==> src/common/ios_pkg.sv <==
`default_nettype none
package ios_pkg;

  // Bus clock
  localparam int CLK_PERIOD_NS = 25;

  // Nominal source frequencies in kHz
  localparam logic [16:0] HF_NOMINAL_KHZ = 17'h03e80;
  localparam logic [16:0] MF_NOMINAL_KHZ = 17'h001f4;
  localparam logic [16:0] LF_NOMINAL_KHZ = 17'h0001f;
  localparam logic [1:0]  MULT_SHIFT     = 2'h2;

  // Settling times in ns and their cycle counts
  localparam int HF_RUN_NS    = 2000;
  localparam int HF_LOCK_NS   = 4000;
  localparam int HF_STABLE_NS = 8000;
  localparam int MF_RUN_NS    = 2000;
  localparam int LF_RUN_NS    = 1000;
  localparam int CNT_W        = 10;
  localparam logic [CNT_W-1:0] HF_RUN_CYC    = CNT_W'((HF_RUN_NS + CLK_PERIOD_NS - 1) / CLK_PERIOD_NS);
  localparam logic [CNT_W-1:0] HF_LOCK_CYC   = CNT_W'((HF_LOCK_NS + CLK_PERIOD_NS - 1) / CLK_PERIOD_NS);
  localparam logic [CNT_W-1:0] HF_STABLE_CYC = CNT_W'((HF_STABLE_NS + CLK_PERIOD_NS - 1) / CLK_PERIOD_NS);
  localparam logic [CNT_W-1:0] MF_RUN_CYC    = CNT_W'((MF_RUN_NS + CLK_PERIOD_NS - 1) / CLK_PERIOD_NS);
  localparam logic [CNT_W-1:0] LF_RUN_CYC    = CNT_W'((LF_RUN_NS + CLK_PERIOD_NS - 1) / CLK_PERIOD_NS);

  // Register indices
  localparam int          ADDR_W   = 2;
  localparam logic [1:0]  REG_CTRL = 2'h0;
  localparam logic [1:0]  REG_STAT = 2'h1;
  localparam logic [1:0]  REG_TRIM = 2'h2;

  // Control register fields
  localparam int SCS_LSB     = 0;
  localparam int SCS_W       = 2;
  localparam int SCS_INT_BIT = 1;
  localparam int IRCF_LSB    = 3;
  localparam int IRCF_W      = 4;
  localparam int TRIM_W      = 6;
  localparam logic [SCS_W-1:0]  SCS_RST  = 2'h0;
  localparam logic [IRCF_W-1:0] IRCF_RST = 4'h7;
  localparam logic [TRIM_W-1:0] TRIM_RST = 6'h00;

  // Frequency select codes
  localparam logic [IRCF_W-1:0] IRCF_LF     = 4'h0;
  localparam logic [IRCF_W-1:0] IRCF_MF_TOP = 4'h9;
  localparam logic [IRCF_W-1:0] IRCF_HF_TOP = 4'hf;

  // Status register bits
  localparam int ST_HF_STABLE = 0;
  localparam int ST_HF_LOCK   = 1;
  localparam int ST_HF_RUN    = 2;
  localparam int ST_MF_RUN    = 3;
  localparam int ST_LF_RUN    = 4;
  localparam int ST_PIN       = 5;

  // Configuration words
  localparam int         CFG_W          = 14;
  localparam int         CFG1_FOSC_LSB  = 0;
  localparam int         CFG1_COEN_BIT  = 11;
  localparam int         CFG2_MULT_BIT  = 8;
  localparam logic [1:0] FOSC_INTERNAL  = 2'h0;

  typedef enum logic [4:0] {
    HF_OFF    = 5'b00001,
    HF_START  = 5'b00010,
    HF_RUN    = 5'b00100,
    HF_LOCK   = 5'b01000,
    HF_STABLE = 5'b10000
  } ios_hf_state_t;

  typedef enum logic [4:0] {
    SRC_EXT     = 5'b00001,
    SRC_LF      = 5'b00010,
    SRC_MF      = 5'b00100,
    SRC_HF      = 5'b01000,
    SRC_STARTUP = 5'b10000
  } ios_src_t;

endpackage
`default_nettype wire

==> src/verilog/ios_internal_osc_select.sv <==
// What this block does
// - Provide calibrated 16 MHz high-frequency source built from mid source and multiplier.
// - Provide calibrated 500 kHz mid-frequency source, also the high source reference.
// - Provide uncalibrated 31 kHz low-frequency source as third internal choice.
// - Config select 00 makes internal source the system clock right after reset.
// - Software may switch to internal source at run time via source select.
// - Enable high source when high frequency chosen and config 00 or select 1x.
// - Enable mid source under the same config 00 or select 1x condition.
// - High source goes through postscaler; 4-bit frequency select picks output.
// - Mid source goes through postscaler offering nine selectable frequencies.
// - Software trims high and mid source frequency via trim register.
// - Fast start-up source clocks circuits until the high source is running.
// - Status shows a ready flag while the high source runs.
// - Status shows a locked flag once high source is within 2 percent.
// - Status shows a stable flag once high source is within 0.5 percent.
// - Status shows a ready flag while the mid source runs.
// - Internal oscillator mode frees the external clock input pin for GPIO.
// - Clock-output enable config decides GPIO or clock drive on output pin.
// - Multiplier-enable config bit 8 turns the four-times multiplier on or off.
//
// Design decisions made here: strobed register access and the address map.
`timescale 1ns/1ps
`default_nettype none
module ios_internal_osc_select
  import ios_pkg::*;
(
  input  wire logic                clk,
  input  wire logic                sys_rst,
  input  wire logic                ce,
  input  wire logic [ADDR_W-1:0]   regAddr,
  input  wire logic [7:0]          regWdata,
  input  wire logic                regWr,
  input  wire logic                regRd,
  output var  logic [7:0]          regRdata,
  input  wire logic [CFG_W-1:0]    cfgWord1,
  input  wire logic [CFG_W-1:0]    cfgWord2,
  input  wire logic                extClkPin,
  output var  logic                hfOscEnable,
  output var  logic                mfOscEnable,
  output var  logic                lfOscEnable,
  output var  logic [TRIM_W-1:0]   oscTrim,
  output var  ios_src_t            sysClkSource,
  output var  logic [16:0]         sysFreqKhz,
  output var  logic                multiplierOn,
  output var  logic                extClkPinFree,
  output var  logic                clkOutPinOut,
  output var  logic                clkOutPinOe
);

  typedef struct packed {
    logic [SCS_W-1:0]  scs;
    logic [IRCF_W-1:0] ircf;
    logic [TRIM_W-1:0] trim;
    ios_hf_state_t     hfState;
    logic [CNT_W-1:0]  hfCnt;
    logic [CNT_W-1:0]  mfCnt;
    logic              mfRun;
    logic [CNT_W-1:0]  lfCnt;
    logic              lfRun;
    logic [2:0]        pinSync;
    logic              pinLevel;
    logic [7:0]        rdata;
    logic              hfEn;
    logic              mfEn;
    logic              lfEn;
    ios_src_t          src;
    logic [16:0]       freq;
    logic              mult;
    logic              pinFree;
    logic              coOut;
    logic              coOe;
  } ios_state_t;

  localparam ios_state_t ST_RST = '{
    scs:      SCS_RST,
    ircf:     IRCF_RST,
    trim:     TRIM_RST,
    hfState:  HF_OFF,
    hfCnt:    '0,
    mfCnt:    '0,
    mfRun:    1'b0,
    lfCnt:    '0,
    lfRun:    1'b0,
    pinSync:  3'h0,
    pinLevel: 1'b0,
    rdata:    8'h00,
    hfEn:     1'b0,
    mfEn:     1'b0,
    lfEn:     1'b0,
    src:      SRC_EXT,
    freq:     17'h00000,
    mult:     1'b0,
    pinFree:  1'b0,
    coOut:    1'b0,
    coOe:     1'b0
  };

  ios_state_t st_reg;
  ios_state_t st_next;

  logic              intCfg;
  logic              intSel;
  logic              hfCode;
  logic              mfCode;
  logic              hfWant;
  logic              mfWant;
  logic              lfWant;
  logic              hfRunning;
  logic [7:0]        statusWord;

  // Start-up counter shared by the mid and low sources
  function automatic logic [CNT_W:0] startStep(
    input logic             want,
    input logic             run,
    input logic [CNT_W-1:0] cnt,
    input logic [CNT_W-1:0] limit
  );
    logic [CNT_W:0] res;
    res = {run, cnt};
    if (!want)
    begin
      res = '0;
    end
    else if (!run)
    begin
      if (cnt == limit - 1'b1)
      begin
        res = {1'b1, {CNT_W{1'b0}}};
      end
      else
      begin
        res = {1'b0, cnt + 1'b1};
      end
    end
    return res;
  endfunction

  always_comb
  begin
    intCfg    = cfgWord1[CFG1_FOSC_LSB +: 2] == FOSC_INTERNAL;
    intSel    = intCfg || st_reg.scs[SCS_INT_BIT];
    hfCode    = st_reg.ircf > IRCF_MF_TOP;
    mfCode    = (st_reg.ircf != IRCF_LF) && !hfCode;
    hfWant    = intSel && hfCode;
    mfWant    = intSel && (hfCode || mfCode);
    lfWant    = intSel && (st_reg.ircf == IRCF_LF);
    hfRunning = (st_reg.hfState == HF_RUN) || (st_reg.hfState == HF_LOCK)
                || (st_reg.hfState == HF_STABLE);
    statusWord               = 8'h00;
    statusWord[ST_HF_STABLE] = st_reg.hfState == HF_STABLE;
    statusWord[ST_HF_LOCK]   = (st_reg.hfState == HF_LOCK)
                               || (st_reg.hfState == HF_STABLE);
    statusWord[ST_HF_RUN]    = hfRunning;
    statusWord[ST_MF_RUN]    = st_reg.mfRun;
    statusWord[ST_LF_RUN]    = st_reg.lfRun;
    statusWord[ST_PIN]       = st_reg.pinLevel;
  end

  always_comb
  begin
    st_next = st_reg;
    if (ce)
    begin
      // Register writes
      if (regWr && regAddr == REG_CTRL)
      begin
        st_next.scs  = regWdata[SCS_LSB +: SCS_W];
        st_next.ircf = regWdata[IRCF_LSB +: IRCF_W];
      end
      if (regWr && regAddr == REG_TRIM)
      begin
        st_next.trim = regWdata[TRIM_W-1:0];
      end
      // Read data stand one cycle only
      st_next.rdata = 8'h00;
      if (regRd)
      begin
        case (regAddr)
          REG_CTRL: st_next.rdata = 8'(st_reg.scs) | (8'(st_reg.ircf) << IRCF_LSB);
          REG_STAT: st_next.rdata = statusWord;
          REG_TRIM: st_next.rdata = 8'(st_reg.trim);
          default:  st_next.rdata = 8'h00;
        endcase
      end

      // High source settling sequence
      case (st_reg.hfState)
        HF_OFF:
        begin
          st_next.hfCnt = '0;
          if (hfWant)
          begin
            st_next.hfState = HF_START;
          end
        end
        HF_START:
        begin
          st_next.hfCnt = st_reg.hfCnt + 1'b1;
          if (st_reg.hfCnt == HF_RUN_CYC - 1'b1)
          begin
            st_next.hfState = HF_RUN;
            st_next.hfCnt   = '0;
          end
        end
        HF_RUN:
        begin
          st_next.hfCnt = st_reg.hfCnt + 1'b1;
          if (st_reg.hfCnt == HF_LOCK_CYC - 1'b1)
          begin
            st_next.hfState = HF_LOCK;
            st_next.hfCnt   = '0;
          end
        end
        HF_LOCK:
        begin
          st_next.hfCnt = st_reg.hfCnt + 1'b1;
          if (st_reg.hfCnt == HF_STABLE_CYC - 1'b1)
          begin
            st_next.hfState = HF_STABLE;
            st_next.hfCnt   = '0;
          end
        end
        HF_STABLE:
        begin
          // A new trim has to settle again
          if (regWr && regAddr == REG_TRIM)
          begin
            st_next.hfState = HF_LOCK;
            st_next.hfCnt   = '0;
          end
        end
        default:
        begin
          st_next.hfState = HF_OFF;
          st_next.hfCnt   = '0;
        end
      endcase
      if (!hfWant)
      begin
        st_next.hfState = HF_OFF;
        st_next.hfCnt   = '0;
      end

      {st_next.mfRun, st_next.mfCnt} = startStep(mfWant, st_reg.mfRun, st_reg.mfCnt,
                                                 MF_RUN_CYC);
      {st_next.lfRun, st_next.lfCnt} = startStep(lfWant, st_reg.lfRun, st_reg.lfCnt,
                                                 LF_RUN_CYC);

      // Pin synchroniser, level taken once two stages agree
      st_next.pinSync = {st_reg.pinSync[1:0], extClkPin};
      if (st_reg.pinSync[1] == st_reg.pinSync[2])
      begin
        st_next.pinLevel = st_reg.pinSync[2];
      end

      // Registered outputs
      st_next.hfEn = hfWant;
      st_next.mfEn = mfWant;
      st_next.lfEn = lfWant;
      st_next.mult = hfWant && cfgWord2[CFG2_MULT_BIT];
      if (!intSel)
      begin
        st_next.src  = SRC_EXT;
        st_next.freq = 17'h00000;
      end
      else if (hfCode)
      begin
        if (hfRunning)
        begin
          st_next.src  = SRC_HF;
          st_next.freq = HF_NOMINAL_KHZ >> (IRCF_HF_TOP - st_reg.ircf);
          if (st_next.mult && st_reg.ircf == IRCF_HF_TOP)
          begin
            st_next.freq = HF_NOMINAL_KHZ << MULT_SHIFT;
          end
        end
        else
        begin
          st_next.src  = SRC_STARTUP;
          st_next.freq = 17'h00000;
        end
      end
      else if (mfCode)
      begin
        st_next.src  = SRC_MF;
        st_next.freq = MF_NOMINAL_KHZ >> (IRCF_MF_TOP - st_reg.ircf);
      end
      else
      begin
        st_next.src  = SRC_LF;
        st_next.freq = LF_NOMINAL_KHZ;
      end
      st_next.pinFree = intCfg;
      st_next.coOe    = !cfgWord1[CFG1_COEN_BIT];
      st_next.coOut   = st_next.coOe ? !st_reg.coOut : 1'b0;
    end
  end

  always_ff @(posedge clk)
  begin
    if (sys_rst)
    begin
      st_reg <= ST_RST;
    end
    else
    begin
      st_reg <= st_next;
    end
  end

  assign regRdata      = st_reg.rdata;
  assign hfOscEnable   = st_reg.hfEn;
  assign mfOscEnable   = st_reg.mfEn;
  assign lfOscEnable   = st_reg.lfEn;
  assign oscTrim       = st_reg.trim;
  assign sysClkSource  = st_reg.src;
  assign sysFreqKhz    = st_reg.freq;
  assign multiplierOn  = st_reg.mult;
  assign extClkPinFree = st_reg.pinFree;
  assign clkOutPinOut  = st_reg.coOut;
  assign clkOutPinOe   = st_reg.coOe;
endmodule
`default_nettype wire

==> config.mk <==
export PLATFORM = sky130hd
export DESIGN_NAME = ios_internal_osc_select
export DESIGN_NICKNAME = d
export VERILOG_FILES = /design/src/common/ios_pkg.sv /design/src/verilog/ios_internal_osc_select.sv
export SDC_FILE = /design/constraint.sdc
export NUM_CORES = 1
export LEC_CHECK = 0
export BUFFER_PORTS_ARGS = -buffer_cell sky130_fd_sc_hd__clkbuf_2
export CAP_MARGIN = 20
export CORE_MARGIN = 10
export CORE_UTILIZATION = 55
export CTS_CLUSTER_DIAMETER = 60
export DETAILED_ROUTE_END_ITERATION = 6
export PLACE_DENSITY = 0.81
export SKIP_CTS_REPAIR_TIMING = 1
export SLEW_MARGIN = 30
export SYNTH_ARGS = -nofsm -noshare
export SYNTH_HDL_FRONTEND = slang
export SYNTH_SLANG_ARGS = --single-unit
==> constraint.sdc <==
create_clock -name clk -period 3.2 [get_ports clk]
set_input_delay 0.8 -clock clk [delete_from_list [all_inputs] [get_ports clk]]
set_output_delay 0.8 -clock clk [all_outputs]
set_load 0.1 [all_outputs]
### Yosys cells after proc, flatten, opt, wreduce, memory -nomap -nowiden

Cells that the tools add are included.

| storage, ports and cells | value |
|---|---|
| output and inout port bits | 43 |
| logic and storage cells | 97 |
| register bits after elaboration | 90 |
| bits of input ports | 44 |

| cells by class | value |
|---|---|
| bitwise gates (word level) | 1 |
| $add $sub $neg | 5 |
| shifts and indexed selects | 2 |
| mux-type cells | 20 |
| reductions and logical operators | 27 |
| order comparisons | 1 |
| equality and inequality tests | 20 |

Operator list:

| operator | number |
|---|---|
| $mux 15 | 5 |
| $pmux 15 s5 | 1 |
| $mux 11 | 6 |
| $mux 22 | 3 |
| $add 10x1->10 const B | 3 |
| $pmux 7 s3 | 1 |
| $eq 10x7->1 const B | 2 |
| $mux 20 | 1 |
| $mux 17 | 1 |
| $shr 14x4->17 const A | 1 |
| $shr 9x4->17 const A | 1 |
| $reduce_and 2->1 | 6 |
| $eq 10x6->1 const B | 1 |
| $eq 10x8->1 const B | 1 |
| $eq 10x9->1 const B | 1 |
| $ne 3x2->1 const B | 3 |
| $logic_and 1x1->1 | 8 |
| $sub 4x4->4 const A | 2 |
| $mux 7 | 1 |
| $or 2x7->7 | 1 |
| $eq 5x1->1 const B | 1 |
| $eq 5x2->1 const B | 1 |
| $eq 5x3->1 const B | 1 |
| $eq 5x4->1 const B | 1 |
| 15 further kinds | 23 |

### Depth between registers and ports, before layout

| logic depth | value |
|---|---|
| depth after elaboration | 9 |
| depth in mapped cells | 11 |

### Worst setup path after synthesis

No wires, ideal clock.

| timing path | value |
|---|---|
| path kind | flip-flop to flip-flop |
| from | register st_reg[85] (netlist bit) |
| to | register st_reg, in the netlist sysFreqKhz[3] |
| setup time | 0.117 ns |
| data arrival time | 2.213 ns |
| period minus slack after synthesis | 2.330 ns |
| data required time | 3.083 ns |
| path slack | 0.870 ns |
| cell stages (with the launch flop) | 11 |
| cells stage by stage | dfxtp_1 clkbuf_1 clkinv_1 ha_1 ha_1 clkbuf_1 nand2b_1 nand2_1 a21oi_1 nor3_1 a22o_1 |

| on the way | value |
|---|---|
| word-level cells in the longest chain between the ends | 8 |
| elaborated cells on any way between the ends | 17 |
| classes of those cells | add/sub (2); order compare (1); eq/ne (1); shift (2); mux (5); reduce/logical (6) |

Ends and longest elaborated chain:

| what | RTL line | text |
|---|---|---|
| start: declaration | ios_internal_osc_select.sv:98 | `ios_state_t st_reg;` |
| start signal: assignment | ios_internal_osc_select.sv:307 | `st_reg <= st_next;` |
| branches (longest 6 deep; another with $sub 4x4->4) | n/a |  |
| $mux 22 (*) | ios_internal_osc_select.sv:266 | `else if (hfCode)` |
| $mux 22 (*) | ios_internal_osc_select.sv:261 | `if (!intSel)` |

Mark *: on every way between the ends.
A chain may end at the register's enable or synchronous reset.

### Worst setup path in the final report

| timing path | value |
|---|---|
| from | register st_reg[87] (netlist bit) |
| to | register st_reg, in the netlist sysFreqKhz[15] |

Same word-level chain as after synthesis.

==> results_dict.tcl <==
set metrics [dict create \
    vias 3963 \
    hold_slack_ns 0.454 \
    hp-class "flop to flop" \
    dieWidth_um 110 \
    synth_cell_type_count 60 \
    setup_tns_ns 0 \
    min_period_ns 2.41 \
    synth_ff_type "dfxtp_1" \
    clock-sinks 87 \
    grt_max_degree 62 \
    nFillCells 728 \
    clock_skew_ns 0.00762 \
    dp_cells 663 \
    worstMarginPinSlew_ns 0.954 \
    cts_buffers 9 \
    hold_viol 0 \
    start_util_pct 57.2 \
    core_area_um2 7850 \
    port_buffers 59 \
    layout.cells.non_filler 678 \
    cp-start-kind "flop" \
    antenna_found_initial 0 \
    wirelength_mm 10.4 \
    vias_per_cell 5.85 \
    grtUsageTotal_pct 17.6 \
    synth-seq-area-share_pct 38.8 \
    areaGrowthSynthToFinish_pct 6.69 \
    worstPathMaxFanout 16 \
    cp.required_ns 3.48 \
    p_leak_uw 0.00187 \
    clkPwrFrac_pct 38.0 \
    worstHoldStart "st_reg[88]" \
    cts_root_buffer "clkbuf_8" \
    grt_pass1_wl_mm 17.5 \
    first_global_vias 3720 \
    gr-total-overflow 0 \
    register_area_um2 1740 \
    r2r-start "st_reg[87]" \
    cts_tree "built" \
    maxSlewViolCount 0 \
    swShare_pct 26.5 \
    critPathArrivalTime_ns 2.69 \
    slew_headroom_pct 35.9 \
    yosys-top-cells-area "dfxtp_1 (39%), buf_4 (6.2%), nand2_1 (5.9%)" \
    power.density_nw_per_um2 457 \
    worstSetupPathType "flop to flop" \
    drt_iter0_drc 287 \
    htreeDepth 3 \
    wl_per_cell_um 15.4 \
    fmax_ghz 0.415 \
    switching_power_uw 580 \
    synth-seq-cells 87 \
    die_area_um2 12200 \
    largest_reg_flops 47 \
    gp_congestion 0.926 \
    netlist_area_um2 4490 \
    diodes 0 \
    rows 32 \
    end_kind "flop" \
    rsz0062_at_grt "no" \
    cts_buffer_depth 2 \
    path_clk_slew_ns 0.08 \
    multi_input_area_um2 2320 \
    seq_power_share_pct 50.7 \
    die_y_um 110 \
    vdd_ir_drop_max_v 0.000330 \
    synth_warnings 0 \
    post-dp-hpwl_mm 7.46 \
    drive_gt1_share_pct 15.5 \
    startpoint "st_reg[87]" \
    maxCapViolations 0 \
    synth_top_area_share_pct 38.8 \
    insertion_delay_ns 0.36 \
    final-setup-viol-count 0 \
    syn-instance-count 559 \
    ant_nets 0 \
    total_power_uw 2190 \
    drc 0 \
    syn_area_per_cell_um2 8.03 \
    dr.pass1.iters 6 \
    synth_edf_count 0 \
    combPwrFrac_pct 11.3 \
    status "completed" \
    async_reset_ff_share_pct 0 \
    p_int_uw 1610 \
    synth.largest_area_cell "dfxtp_1" \
    min_period_over_period_pct 75.2 \
    ios 87 \
    fin_nets 622 \
]
[metrics by stage]
step / utilization [%] / instance area [um2] / worst slack, ns
final: 61.0 / 4790 / 0.793
after global routing: 61.0 / 4790 / 0.598
after CTS: 61.0 / 4790 / 0.860
after detailed placement: 58.3 / 4580 / 0.649
after global placement: 58.3 / 4580 / 0.665
after floorplan: - / 4490 / 0.870
[power by group through the flow]
stage                     Sequential (uW)  Combinational, uW  Clock, uW
after global placement               1140                242          0
after global routing                 1110                266        900
final                                1110                247        832
after CTS                            1110                246        847
after floorplan                      1150                188          0
after detailed placement             1140                245          0
[cell usage in the layout, fill, tap and decap left out, types with 3 or more instances in the layout]
| master | n |
|---|---|
| dfxtp_1 | 87 |
| nand2_1 | 71 |
| nor2_1 | 70 |
| clkbuf_2 | 59 |
| a21oi_1 | 43 |
| o21ai_0 | 21 |
| nand3_1 | 20 |
| mux2i_1 | 18 |
| xor2_1 | 17 |
| nand4_1 | 14 |
| nor3_1 | 14 |
| and3_1 | 12 |
| clkbuf_8 | 10 |
| a22oi_1 | 9 |
| buf_4 | 8 |
| a21o_1 | 6 |
| a311oi_1 | 6 |
| ha_1 | 6 |
| inv_1 | 5 |
| a41oi_1 | 5 |
| xnor2_1 | 5 |
| a31oi_1 | 4 |
| o211ai_1 | 4 |
| nand2b_1 | 4 |
| nor4_1 | 3 |
| o21a_1 | 3 |
| nor2b_1 | 3 |
| and2_1 | 3 |
| nand3b_1 | 3 |
[cell usage after synthesis, drive strengths merged, types with 2 or more instances]
| library cell | count |
|---|---|
| inv | 6 |
| and2 | 3 |
| o21bai | 2 |
| nor3 | 14 |
| o21ai | 22 |
| nand3 | 21 |
| nor2 | 71 |
| a31oi | 5 |
| nand4 | 14 |
| a221oi | 2 |
| a311oi | 6 |
| nand4b | 2 |
| nand3b | 3 |
| a21oi | 44 |
| nand2 | 72 |
| and3 | 12 |
| o31ai | 2 |
| dfxtp | 87 |
| ha | 6 |
| clkbuf | 18 |
| nor2b | 4 |
| o211ai | 4 |
| o22a | 2 |
| buf | 48 |
| a41oi | 5 |
| xnor2 | 5 |
| clkinv | 2 |
| o21a | 3 |
| nand2b | 4 |
| mux2i | 18 |
| xor2 | 17 |
| a21o | 6 |
| nor4 | 4 |
| and4 | 2 |
| a22oi | 9 |
[per-layer routing]
layer  share of wire [%]  vias to the layer above  GRT usage (%)
met3                 9.1                       20           5.57
met5                   0                        -              0
met4                 1.5                        0           5.60
met2                  46                      146           27.4
li1                    -                     1958              -
met1                  44                     1839           22.7
[cells by family (layout without fill, tap and decap cells)]
logic type | after synthesis | count (layout) | share of synthesized area (%)
and+or+nand+nor | 232 | 232 | 24.6
AOI/OAI and AO/OA | 119 | 119 | 17.1
DFF | 87 | 87 | 38.8
buffers and inverters | 74 | 90 | 9.53
xor gates and xnor gates | 22 | 22 | 4.29
muxes | 18 | 18 | 4.01
adders and majority gates | 6 | 6 | 1.67
other | 1 | 2 | 0.0835
[worst max-delay path, cell delays in order (launching register included)]
cell and delay (ns):
dfxtp_1 0.72, o21a_1 0.39, and2_1 0.30, nand2_1 0.13
nor2_1 0.42, nand4_1 0.21, a21oi_1 0.16
[worst paths after layout]
path	end	slack [ns]	cells after the start
max	sysFreqKhz[15]	0.79	6
min	st_reg[88]	0.45	2
max reg2reg	sysFreqKhz[15]	0.79	6
min reg2reg	st_reg[88]	0.45	2
[area by class of cell]
type | count | share of cell area [%]
clock inverters | 4 | 1.46
well taps | 102 | 2.66
flip-flops and latches | 87 | 36.4
clock buffers | 11 | 2.95
inverters | 8 | 0.627
multi-input cells | 399 | 48.5
repair buffers | 67 | 7.42
(Power assumes the default switching activity.)
